[src/logic/synth_pkg.sv]
// constants, types and register map of the synthesizer channel block
// assumes a 32-bit apb slave and one clock domain
package synth_pkg;

    // ------------------------------------------------------------------
    // register map, byte addresses of aligned words
    // ------------------------------------------------------------------
    localparam int unsigned ADDR_W = 8;
    localparam logic [7:0] OFF_BASE = 8'h00;
    localparam logic [7:0] OFF_CTRL = 8'h04;
    localparam logic [7:0] OFF_CHAN = 8'h08;
    localparam logic [7:0] OFF_SPACE = 8'h0C;
    localparam logic [7:0] OFF_CAL_TX = 8'h10;
    localparam logic [7:0] OFF_CAL_RX = 8'h14;
    localparam logic [7:0] OFF_STATUS = 8'h18;
    localparam logic [7:0] OFF_FREQ = 8'h1C;

    // ------------------------------------------------------------------
    // field widths and positions
    // ------------------------------------------------------------------
    localparam int unsigned BASE_W = 28;
    localparam int unsigned CHAN_W = 8;
    localparam int unsigned SPACE_W = 8;
    localparam int unsigned CAL_W = 7;
    localparam int unsigned CP_W = 3;
    localparam int unsigned FREQ_W = 31;
    localparam int unsigned CTRL_BAND_BIT = 0;
    localparam int unsigned CTRL_REFH_BIT = 1;
    localparam int unsigned CTRL_CP_LSB = 2;
    localparam int unsigned CTRL_SPLIT_BIT = 5;
    localparam int unsigned CTRL_CALDIS_BIT = 6;
    localparam int unsigned STAT_STATE_LSB = 0;
    localparam int unsigned STAT_DBL_BIT = 2;
    localparam int unsigned STAT_TX_BIT = 3;

    // ------------------------------------------------------------------
    // reset values
    // ------------------------------------------------------------------
    localparam logic [BASE_W-1:0] RST_BASE = 28'h0000000;
    localparam logic [CHAN_W-1:0] RST_CHAN = 8'h00;
    localparam logic [SPACE_W-1:0] RST_SPACE = 8'h00;
    localparam logic [CAL_W-1:0] RST_CAL = 7'h00;
    localparam logic [CP_W-1:0] RST_CP = 3'h0;

    // ------------------------------------------------------------------
    // frequency arithmetic: result in units of f_ref / 2^23
    // ------------------------------------------------------------------
    localparam int unsigned OUT_FRAC_BITS = 23;
    localparam int unsigned CH_FRAC_BITS = 15;
    localparam int unsigned CHAN_SHIFT = OUT_FRAC_BITS - CH_FRAC_BITS;
    localparam logic [1:0] BASE_SHIFT_TOP = 2'h2;
    localparam logic [3:0] BAND_DIV_HIGH = 4'h4;
    localparam logic [3:0] BAND_DIV_MID = 4'h8;
    localparam logic [1:0] REF_DIV_OFF = 2'h1;
    localparam logic [1:0] REF_DIV_ON = 2'h2;

    // ------------------------------------------------------------------
    // types
    // ------------------------------------------------------------------
    typedef enum logic [2:0] {
        RADIO_OTHER, RADIO_READY, RADIO_LOCK, RADIO_RX, RADIO_TX
    } radio_state_t;

    typedef enum logic [1:0] {SYN_IDLE, SYN_CAL, SYN_RUN} synth_state_t;

    typedef struct packed {
        logic [BASE_W-1:0] synth_base_word;
        logic [CHAN_W-1:0] channel_index;
        logic [SPACE_W-1:0] channel_spacing_factor;
        logic band_divider_select;
        logic reference_halving_enable;
    } synth_cfg_t;

    typedef struct packed {
        logic [FREQ_W-1:0] freq_word;
        logic [3:0] band_div_ratio;
        logic [1:0] ref_div_ratio;
        logic [CP_W-1:0] charge_pump_current_select;
        logic detector_split_enable;
        logic [CAL_W-1:0] vco_cal_word;
        logic cal_start;
        logic synth_enable;
    } pll_drive_t;

endpackage

[src/logic/synth_freq_calc.sv]
// combinational target-word arithmetic for the synthesizer
// assumes the caller registers the result
`timescale 1ns/10ps
module synth_freq_calc (
    input wire synth_pkg::synth_cfg_t cfg,
    output logic [synth_pkg::FREQ_W-1:0] freq_word,
    output logic [3:0] band_div_ratio,
    output logic [1:0] ref_div_ratio
);

    // ------------------------------------------------------------------
    // base plus channel offset
    // ------------------------------------------------------------------
    logic [1:0] base_shift;
    logic [synth_pkg::FREQ_W-1:0] base_ext;
    logic [synth_pkg::FREQ_W-1:0] chan_ext;
    logic [synth_pkg::CHAN_W+synth_pkg::SPACE_W-1:0] chan_prod;

    // base scaled by 8/(b/2*d): shift of 2, 1 or 0 keeps it exact
    always_comb begin
        base_shift = synth_pkg::BASE_SHIFT_TOP
                     - {1'b0, cfg.band_divider_select}
                     - {1'b0, cfg.reference_halving_enable};
        base_ext = synth_pkg::FREQ_W'(cfg.synth_base_word);
        chan_prod = cfg.channel_index * cfg.channel_spacing_factor;
        chan_ext = synth_pkg::FREQ_W'(chan_prod);
        freq_word = (base_ext << base_shift)
                    + (chan_ext << synth_pkg::CHAN_SHIFT);
        band_div_ratio = cfg.band_divider_select ? synth_pkg::BAND_DIV_MID
                         : synth_pkg::BAND_DIV_HIGH;
        ref_div_ratio = cfg.reference_halving_enable ? synth_pkg::REF_DIV_ON
                        : synth_pkg::REF_DIV_OFF;
    end

endmodule

[src/logic/synth_cal_fsm.sv]
// lock sequencer: optional vco calibration before running
// assumes tick marks the digital-clock cycles and cal done is a level
`timescale 1ns/10ps
module synth_cal_fsm (
    input wire logic pclk,
    input wire logic presetn,
    input wire logic tick,
    input wire logic lock_req,
    input wire logic release_req,
    input wire logic cal_disable,
    input wire logic vco_cal_done,
    output synth_pkg::synth_state_t state_q,
    output logic load,
    output logic capture
);

    // ------------------------------------------------------------------
    // next state
    // ------------------------------------------------------------------
    synth_pkg::synth_state_t state_d;

    // requests during calibration are ignored so the sweep is not torn
    always_comb begin
        state_d = state_q;
        load = 1'b0;
        capture = 1'b0;
        if (tick) begin
            unique case (state_q)
                synth_pkg::SYN_IDLE, synth_pkg::SYN_RUN: begin
                    if (lock_req) begin
                        load = 1'b1;
                        state_d = cal_disable ? synth_pkg::SYN_RUN
                                  : synth_pkg::SYN_CAL;
                    end else if (release_req) begin
                        state_d = synth_pkg::SYN_IDLE;
                    end
                end
                synth_pkg::SYN_CAL: begin
                    if (vco_cal_done) begin
                        capture = 1'b1;
                        state_d = synth_pkg::SYN_RUN;
                    end
                end
            endcase
        end
    end

    // state register
    always_ff @(posedge pclk or negedge presetn) begin
        if (!presetn) begin
            state_q <= synth_pkg::SYN_IDLE;
        end else begin
            state_q <= state_d;
        end
    end

    a_cal_starts: assert property (@(posedge pclk) disable iff (!presetn)
        (tick && lock_req && !cal_disable && state_q != synth_pkg::SYN_CAL)
        |=> state_q == synth_pkg::SYN_CAL)
        else $error("calibration did not start on lock request");

    a_cal_skipped: assert property (@(posedge pclk) disable iff (!presetn)
        (tick && lock_req && cal_disable && state_q != synth_pkg::SYN_CAL)
        |=> state_q == synth_pkg::SYN_RUN)
        else $error("disabled calibration still ran");

    a_cal_ends: assert property (@(posedge pclk) disable iff (!presetn)
        (tick && state_q == synth_pkg::SYN_CAL && vco_cal_done)
        |-> capture ##1 state_q == synth_pkg::SYN_RUN)
        else $error("calibration end not captured");

endmodule

[src/logic/synth_channel_config.sv]
// apb register file and lock control of the fractional synthesizer
// assumes apb master in the pclk domain and an analog pll that holds
// vco_cal_done high until cal_start falls
//
// Contract
// - doubled reference runs logic at half rate
// - calibrate on every lock request taken in idle or run unless disabled; requests during calibration are ignored
// - calibration result written back and driven
// - centre is base plus channel times spacing step
// - base from 28-bit word, band and reference dividers
// - band select chooses divide by 4 or 8
// - reference halving chooses division by 1 or 2
// - channel index is one 8-bit register
`timescale 1ns/10ps
module synth_channel_config (
    input wire logic pclk,
    input wire logic presetn,
    input wire logic ce,
    input wire logic psel,
    input wire logic penable,
    input wire logic pwrite,
    input wire logic [synth_pkg::ADDR_W-1:0] paddr,
    input wire logic [31:0] pwdata,
    output logic [31:0] prdata,
    output logic pready,
    output logic pslverr,
    input wire logic ref_doubled,
    input wire synth_pkg::radio_state_t radio_state,
    input wire logic vco_cal_done,
    input wire logic [synth_pkg::CAL_W-1:0] vco_cal_result,
    output synth_pkg::pll_drive_t pll_drive,
    output logic dig_tick
);

    // ------------------------------------------------------------------
    // declarations
    // ------------------------------------------------------------------
    logic [synth_pkg::BASE_W-1:0] base_q, base_d;
    logic [synth_pkg::CHAN_W-1:0] chan_q, chan_d;
    logic [synth_pkg::SPACE_W-1:0] space_q, space_d;
    logic [synth_pkg::CAL_W-1:0] cal_tx_q, cal_tx_d, cal_rx_q, cal_rx_d;
    logic [synth_pkg::CP_W-1:0] cp_q, cp_d;
    logic band_q, band_d, refh_q, refh_d, split_q, split_d;
    logic caldis_q, caldis_d;
    logic ref_dbl_q, ref_dbl_d, strap_done_q, strap_done_d;
    logic phase_q, phase_d, tx_q, tx_d;
    synth_pkg::radio_state_t prev_q, prev_d;
    synth_pkg::synth_cfg_t cfg_q, cfg_d, live_cfg;
    synth_pkg::pll_drive_t drive_d;
    synth_pkg::synth_state_t state_q;
    logic [31:0] prdata_d;
    logic pready_d, pslverr_d, dig_tick_d;
    logic tick, apb_wr, apb_setup, mapped, lock_req, release_req;
    logic in_lock, was_lock, load, capture;
    logic [synth_pkg::FREQ_W-1:0] freq_word;
    logic [3:0] band_ratio;
    logic [1:0] ref_ratio;

    // ------------------------------------------------------------------
    // digital clock rate
    // ------------------------------------------------------------------

    // strap caught on the first enabled cycle after reset release
    always_comb begin
        strap_done_d = strap_done_q | ce;
        ref_dbl_d = strap_done_q ? ref_dbl_q : (ce ? ref_doubled : ref_dbl_q);
        phase_d = (ce && strap_done_q && ref_dbl_q) ? ~phase_q : phase_q;
        tick = ce & strap_done_q & (~ref_dbl_q | phase_q);
        dig_tick_d = ce ? tick : dig_tick; // frozen with the rest
    end

    always_ff @(posedge pclk or negedge presetn) begin
        if (!presetn) begin
            strap_done_q <= 1'b0;
            ref_dbl_q <= 1'b0;
            phase_q <= 1'b0;
        end else begin
            strap_done_q <= strap_done_d;
            ref_dbl_q <= ref_dbl_d;
            phase_q <= phase_d;
        end
    end

    // ------------------------------------------------------------------
    // apb slave and register file
    // ------------------------------------------------------------------
    always_comb begin
        apb_setup = ce & psel & ~penable & ~pready;
        apb_wr = ce & psel & penable & pready & pwrite;
        mapped = 1'b1;
        prdata_d = prdata;
        unique case (paddr)
            synth_pkg::OFF_BASE: prdata_d = 32'(base_q);
            synth_pkg::OFF_CTRL: begin
                prdata_d = 32'h00000000;
                prdata_d[synth_pkg::CTRL_BAND_BIT] = band_q;
                prdata_d[synth_pkg::CTRL_REFH_BIT] = refh_q;
                prdata_d[synth_pkg::CTRL_CP_LSB +: synth_pkg::CP_W] = cp_q;
                prdata_d[synth_pkg::CTRL_SPLIT_BIT] = split_q;
                prdata_d[synth_pkg::CTRL_CALDIS_BIT] = caldis_q;
            end
            synth_pkg::OFF_CHAN: prdata_d = 32'(chan_q);
            synth_pkg::OFF_SPACE: prdata_d = 32'(space_q);
            synth_pkg::OFF_CAL_TX: prdata_d = 32'(cal_tx_q);
            synth_pkg::OFF_CAL_RX: prdata_d = 32'(cal_rx_q);
            synth_pkg::OFF_STATUS: begin
                prdata_d = 32'h00000000;
                prdata_d[synth_pkg::STAT_STATE_LSB +: 2] = state_q;
                prdata_d[synth_pkg::STAT_DBL_BIT] = ref_dbl_q;
                prdata_d[synth_pkg::STAT_TX_BIT] = tx_q;
            end
            synth_pkg::OFF_FREQ: prdata_d = 32'(pll_drive.freq_word);
            default: begin
                prdata_d = 32'h00000000;
                mapped = 1'b0;
            end
        endcase
        if (!apb_setup) begin
            prdata_d = prdata;
            mapped = ~pslverr;
        end
        // one wait-free answer: ready rises in the access cycle
        pready_d = ce ? apb_setup : pready;
        pslverr_d = ce ? (apb_setup & ~mapped) : pslverr;
    end

    // software writes; a finishing calibration beats a same-cycle write
    always_comb begin
        base_d = base_q;
        chan_d = chan_q;
        space_d = space_q;
        cp_d = cp_q;
        band_d = band_q;
        refh_d = refh_q;
        split_d = split_q;
        caldis_d = caldis_q;
        cal_tx_d = cal_tx_q;
        cal_rx_d = cal_rx_q;
        if (apb_wr) begin
            unique case (paddr)
                synth_pkg::OFF_BASE: base_d = pwdata[synth_pkg::BASE_W-1:0];
                synth_pkg::OFF_CTRL: begin
                    band_d = pwdata[synth_pkg::CTRL_BAND_BIT];
                    refh_d = pwdata[synth_pkg::CTRL_REFH_BIT];
                    cp_d = pwdata[synth_pkg::CTRL_CP_LSB +: synth_pkg::CP_W];
                    split_d = pwdata[synth_pkg::CTRL_SPLIT_BIT];
                    caldis_d = pwdata[synth_pkg::CTRL_CALDIS_BIT];
                end
                synth_pkg::OFF_CHAN: chan_d = pwdata[synth_pkg::CHAN_W-1:0];
                synth_pkg::OFF_SPACE: space_d = pwdata[synth_pkg::SPACE_W-1:0];
                synth_pkg::OFF_CAL_TX: cal_tx_d = pwdata[synth_pkg::CAL_W-1:0];
                synth_pkg::OFF_CAL_RX: cal_rx_d = pwdata[synth_pkg::CAL_W-1:0];
                default: ;
            endcase
        end
        if (capture) begin
            if (tx_q) begin
                cal_tx_d = vco_cal_result;
            end else begin
                cal_rx_d = vco_cal_result;
            end
        end
    end

    always_ff @(posedge pclk or negedge presetn) begin
        if (!presetn) begin
            base_q <= synth_pkg::RST_BASE;
            chan_q <= synth_pkg::RST_CHAN;
            space_q <= synth_pkg::RST_SPACE;
            cp_q <= synth_pkg::RST_CP;
            band_q <= 1'b0;
            refh_q <= 1'b0;
            split_q <= 1'b0;
            caldis_q <= 1'b0;
            cal_tx_q <= synth_pkg::RST_CAL;
            cal_rx_q <= synth_pkg::RST_CAL;
            prdata <= 32'h00000000;
            pready <= 1'b0;
            pslverr <= 1'b0;
        end else begin
            base_q <= base_d;
            chan_q <= chan_d;
            space_q <= space_d;
            cp_q <= cp_d;
            band_q <= band_d;
            refh_q <= refh_d;
            split_q <= split_d;
            caldis_q <= caldis_d;
            cal_tx_q <= cal_tx_d;
            cal_rx_q <= cal_rx_d;
            prdata <= prdata_d;
            pready <= pready_d;
            pslverr <= pslverr_d;
        end
    end

    // ------------------------------------------------------------------
    // lock requests and latched configuration
    // ------------------------------------------------------------------

    // radio state sampled only on digital-clock cycles
    always_comb begin
        in_lock = (radio_state == synth_pkg::RADIO_LOCK)
                  | (radio_state == synth_pkg::RADIO_RX)
                  | (radio_state == synth_pkg::RADIO_TX);
        was_lock = (prev_q == synth_pkg::RADIO_RX)
                   | (prev_q == synth_pkg::RADIO_TX);
        lock_req = ((prev_q == synth_pkg::RADIO_READY) & in_lock)
                   | (was_lock & (radio_state != prev_q)
                      & ((radio_state == synth_pkg::RADIO_RX)
                         | (radio_state == synth_pkg::RADIO_TX)));
        release_req = ~in_lock;
        prev_d = tick ? radio_state : prev_q;
        live_cfg = '{synth_base_word: base_q, channel_index: chan_q,
                     channel_spacing_factor: space_q,
                     band_divider_select: band_q,
                     reference_halving_enable: refh_q};
        // a running lock keeps the old values until the next request
        cfg_d = load ? live_cfg : cfg_q;
        tx_d = load ? (radio_state == synth_pkg::RADIO_TX) : tx_q;
    end

    always_ff @(posedge pclk or negedge presetn) begin
        if (!presetn) begin
            prev_q <= synth_pkg::RADIO_OTHER;
            cfg_q <= '0;
            tx_q <= 1'b0;
        end else begin
            prev_q <= prev_d;
            cfg_q <= cfg_d;
            tx_q <= tx_d;
        end
    end

    synth_cal_fsm u_fsm (
        .pclk(pclk),
        .presetn(presetn),
        .tick(tick),
        .lock_req(lock_req),
        .release_req(release_req),
        .cal_disable(caldis_q),
        .vco_cal_done(vco_cal_done),
        .state_q(state_q),
        .load(load),
        .capture(capture)
    );

    synth_freq_calc u_calc (
        .cfg(cfg_q),
        .freq_word(freq_word),
        .band_div_ratio(band_ratio),
        .ref_div_ratio(ref_ratio)
    );

    // ------------------------------------------------------------------
    // drive to the analog pll
    // ------------------------------------------------------------------

    // stored word is used as-is when calibration is switched off
    always_comb begin
        drive_d = pll_drive;
        if (ce) begin
            drive_d.freq_word = freq_word;
            drive_d.band_div_ratio = band_ratio;
            drive_d.ref_div_ratio = ref_ratio;
            drive_d.charge_pump_current_select = cp_q;
            drive_d.detector_split_enable = split_q;
            drive_d.vco_cal_word = tx_q ? cal_tx_q : cal_rx_q;
            drive_d.cal_start = (state_q == synth_pkg::SYN_CAL);
            drive_d.synth_enable = (state_q != synth_pkg::SYN_IDLE);
        end
    end

    always_ff @(posedge pclk or negedge presetn) begin
        if (!presetn) begin
            pll_drive <= '0;
            dig_tick <= 1'b0;
        end else begin
            pll_drive <= drive_d;
            dig_tick <= dig_tick_d;
        end
    end

    // ------------------------------------------------------------------
    // checks
    // ------------------------------------------------------------------
    a_tick_halves: assert property (@(posedge pclk) disable iff (!presetn)
        (tick && ref_dbl_q) |=> !tick)
        else $error("doubled reference ticked twice in a row");

    a_tick_full: assert property (@(posedge pclk) disable iff (!presetn)
        (ce && strap_done_q && !ref_dbl_q) |-> tick)
        else $error("plain reference skipped a tick");

    a_cal_writeback: assert property (@(posedge pclk) disable iff (!presetn)
        (capture && !tx_q) |=> cal_rx_q == $past(vco_cal_result))
        else $error("receive calibration word not stored");

    a_chan_write: assert property (@(posedge pclk) disable iff (!presetn)
        (apb_wr && paddr == synth_pkg::OFF_CHAN)
        |=> chan_q == $past(pwdata[7:0]))
        else $error("channel write lost");

    a_freq_sum: assert property (@(posedge pclk) disable iff (!presetn)
        (ce && cfg_q.band_divider_select && cfg_q.reference_halving_enable)
        |=> pll_drive.freq_word == 31'(32'($past(cfg_q.synth_base_word))
            + 32'($past(cfg_q.channel_index))
            * 32'($past(cfg_q.channel_spacing_factor)) * 32'd256))
        else $error("channel offset wrong");

    a_base_scale: assert property (@(posedge pclk) disable iff (!presetn)
        (ce && !cfg_q.band_divider_select
         && !cfg_q.reference_halving_enable)
        |=> pll_drive.freq_word
            == 31'(32'($past(cfg_q.synth_base_word)) * 32'd4
            + 32'($past(cfg_q.channel_index))
            * 32'($past(cfg_q.channel_spacing_factor)) * 32'd256))
        else $error("base word scaling wrong");

    a_band_ratio: assert property (@(posedge pclk) disable iff (!presetn)
        (ce && strap_done_q) |=> pll_drive.band_div_ratio
               == ($past(cfg_q.band_divider_select) ? 4'h8 : 4'h4))
        else $error("band divider ratio wrong");

    a_ref_ratio: assert property (@(posedge pclk) disable iff (!presetn)
        (ce && strap_done_q) |=> pll_drive.ref_div_ratio
               == ($past(cfg_q.reference_halving_enable) ? 2'h2 : 2'h1))
        else $error("reference divider ratio wrong");

    a_latch_hold: assert property (@(posedge pclk) disable iff (!presetn)
        (state_q == synth_pkg::SYN_CAL) |=> $stable(cfg_q))
        else $error("settings changed during calibration");

endmodule

[config.mk]
export PLATFORM = sky130hd
export DESIGN_NAME = synth_channel_config
export DESIGN_NICKNAME = d
export VERILOG_FILES = /design/src/logic/synth_pkg.sv /design/src/logic/synth_freq_calc.sv /design/src/logic/synth_cal_fsm.sv /design/src/logic/synth_channel_config.sv
export SDC_FILE = /design/constraint.sdc
export NUM_CORES = 1
export LEC_CHECK = 0
export BUFFER_PORTS_ARGS = -buffer_cell sky130_fd_sc_hd__buf_2
export CORE_MARGIN = 5
export CORE_UTILIZATION = 64
export DETAILED_ROUTE_END_ITERATION = 6
export PLACE_DENSITY_LB_ADDON = 0.08
export SLEW_MARGIN = 0
export SYNTH_ARGS = -nofsm -noshare
export SYNTH_HDL_FRONTEND = slang
export SYNTH_HIERARCHICAL = 1
export SYNTH_SLANG_ARGS = --single-unit
[constraint.sdc]
create_clock -name pclk -period 12.1 [get_ports pclk]
set_input_delay 2.42 -clock pclk [delete_from_list [all_inputs] [get_ports pclk]]
set_output_delay 2.42 -clock pclk [all_outputs]
set_load 0.05 [all_outputs]
==> results.yml <==
outcome:
  status: "finished clean"
global_route:
  grt_pass1_wl_mm: 47.0
  globalRouteTotalUtil_pct: 26.5
  antenna_found_initial: 0
  grt_pass1_vias: 8726
  grt_max_degree: 83
  grt-ovfl-total: 0
setup_path:
  worst-path-max-fanout: 9
  crit_top_cell: "fa_1"
  cp_top_family: "adder cells"
  cp-start-kind: "flip-flop"
  crit_buf_inv: 3
  end_kind: "flip-flop"
  crit_required_ns: 12.50
  cpMaxStageDelayCell: "fa_1"
  crit_type: "reg -> reg"
  crit_arrival_ns: 6.70
  path_cells: "nand2_1 > fa_1 > fa_1 > inv_1 > fa_1 > inv_1 > fa_1 > inv_1 > ha_1 > nand2_1 > o21ai_1 > or4_1 > a31o_1 > a21oi_2 > xnor2_1 > ha_1 > a21oi_1 > a21oi_1 > nor3_1 > o31ai_2 > a31oi_2 > nor2_1 > xor2_1 > mux2_2"
  critPathMaxStageDelay_ns: 0.54
pwr:
  ir_drop_mv: 0.195
  leakage_nw: 7.04
  p_per_area_nw_per_um2: 122
sta:
  fin_tns_setup_ns: 0
  rsz0062_at_grt: "false"
  hold_violations: 0
  tightest_slew_ns: 1.04
  fin_crit_ns: 6.31
  max_freq_ghz: 0.159
  relSlewSlack_pct: 31.0
  setup_violations: 0
  fin_skew_ns: 0.0212
  finalCritPeriodShare_pct: 52.1
  maxSlewViolCount: 0
logic_synthesis:
  synthMuxAreaShare_pct: 21.3
  synth_top_family_by_area: "multiplexers"
  yosys.area_share.simple_pct: 10.7
  synthAdderAreaFrac_pct: 11.5
  ys_seq_elements: 204
  netlist_instances: 1059
  synth-edff-count: 0
  synth_area_um2: 12200
  ys_types: 67
  ys.warnings.count: 6
  yosysSeqAreaShare_pct: 41.8
  synth_xor_area_share_pct: 2.36
  synthFlopType: "dfrtp_1"
  syn_area_per_cell_um2: 11.5
  synth_compound_area_share_pct: 8.29
  async_flop_share_pct: 100
final_layout:
  layout_commonest_cell: "dfrtp_1"
  multiInputGateArea_um2: 6650
  final_util_pct: 73.7
  final_layout_size_suffix_gt1_share_pct: 31.0
  antennaDiodeCount: 0
  final_cell_mix: "dfrtp_1 (204), mux2_2 (141), buf_2 (136)"
  area_delta_synth_final_pct: 13.1
  fillers: 1305
  ff_latch_area_um2: 5100
  layout.cells.non_filler: 1427
  nets: 1326
route:
  antenna_left: 0
  drtIter0Drc: 526
  drcViolationCount: 0
  wl_mm: 28.7
  vias_per_cell: 6.06
  wire_per_inst_um: 20.1
  vias: 8643
  dr.pass1.iters: 5
job:
  drv_cap: 0
floorplanning:
  ios: 143
  fp.dieW_um: 148
  dieHeight_um: 148
  dieArea_um2: 22000
  initial_utilization_pct: 65.1
  core_area_um2: 18800
  core.rowCount: 50
placed_design:
  place.gp.congestion: 0.899
  dp.cells: 1387
  hpwl_mm: 20.5
  io_buffers: 137
clock_network:
  cts_setup_buffers: 0
  cts_tree: "done"
  ctsResizeCount: 0
  clock-sinks: 204
  cts_buffers: 23
  clock_path_buffers: 3
  clk_latency_ns: 0.53
  clkTransAtPathRegs_ns: 0.06
  clockRootBuffer: "clkbuf_16"
  ctsHoldBuffers: 0
  htreeDepth: 1
min_path:
  hold_class: "reg -> reg"
## layout make-up
class	instances	area share (%)
Tap cell	234	2.12
Sequential cell	204	36.9
Clock inverter	7	0.769
Multi-Input combinational cell	743	48.1
Clock buffer	33	5.08
Timing Repair Buffer	143	5.35
Inverter	63	1.71
## power by group
part | switching [W] | leakage (nW) | internal [W]
combinational | 0.000125 | 3.86 | 0.0000699
sequential | 0.0000384 | 2.78 | 0.000722
clock | 0.000284 | 0.399 | 0.000447
## flip-flops by register name (all words and copies together) (netlist names), 7 cells and up
signal / cells
pll_drive: 50
cfg_q: 46
prdata: 31
base_q: 28
chan_q: 8
space_q: 8
cal_rx_q: 7
cal_tx_q: 7
## worst paths after layout
check / start / endpoint / cells after the start / slack, ns
min in group asynchronous: presetn / prdata[12] / 1 / 1.94
hold / removal: prdata[18] / prdata[18] / 2 / 0.47
hold reg to reg: prdata[18] / prdata[18] / 2 / 0.47
max in group asynchronous: presetn / base_q[0] / 2 / 8.87
setup / recovery: cfg_q[4] / pll_drive[47] / 24 / 5.79
setup reg to reg: cfg_q[4] / pll_drive[47] / 24 / 5.79
## layer usage
| metal | up-vias | GRT usage [%] | wire [um] |
|---|---|---|---|
| met5 | - | 0 | 0 |
| met4 | 0 | 9.42 | 1030 |
| met3 | 61 | 3.78 | 1460 |
| met2 | 279 | 44.3 | 14000 |
| met1 | 4334 | 35.7 | 12100 |
| li1 | 3969 | - | - |
## Yosys cell counts (all sizes together), types with 7 or more instances
library cell,instances,area share (%)
nor2b,7,0.42
nor3,10,0.45
nor2,45,1.4
xor2,11,0.79
a22oi,21,1.3
mux2i,50,4.1
inv,63,1.9
dfrtp,204,42
clkbuf,27,0.83
mux2,145,13
nand2b,7,0.36
fa,37,6.1
a21o,8,0.49
ha,53,5.4
a21oi,53,2.3
xnor2,22,1.6
buf,23,1.2
nand3,13,0.53
o21ai,43,1.8
nand3b,7,0.49
mux4,21,3.9
nand2,74,2.3
and2,56,2.9
## through the flow
step | instance area, um^2 | hold slack, ns | power (W) | setup slack [ns]
6_report | 13800 | 0.469 | 0.00169 | 5.79
5_1_grt | 13800 | 0.494 | 0.00174 | 5.40
4_1_cts | 13800 | 0.477 | 0.00169 | 5.77
3_5_place_dp | 13000 | 0.464 | 0.000966 | 5.80
3_3_place_gp | 13000 | 0.448 | 0.000959 | 5.91
2_1_floorplan | 12200 | 0.446 | 0.000894 | 6.39
## worst register-to-register path: stages (launching register included)
cell     delay (ns)
dfrtp_1        0.51
nand2_1        0.14
fa_1           0.53
fa_1           0.54
inv_1          0.05
fa_1           0.49
inv_1          0.05
fa_1           0.48
inv_1          0.04
ha_1           0.32
nand2_1        0.08
o21ai_1        0.07
or4_1          0.42
a31o_1         0.23
a21oi_2        0.14
xnor2_1        0.18
ha_1           0.35
a21oi_1        0.21
a21oi_1        0.08
nor3_1         0.21
o31ai_2        0.14
a31oi_2        0.38
nor2_1         0.09
xor2_1         0.16
mux2_2         0.26
## cells by family after synthesis
family                     Yosys count
and+or+nand+nor                    243
muxes                              216
DFF                                204
AOI/OAI and AO/OA                  158
buffers and inverters              113
adders and majority gates           90
xor gates and xnor gates            33
other                                2
Power figures use the tool's default switching activity.
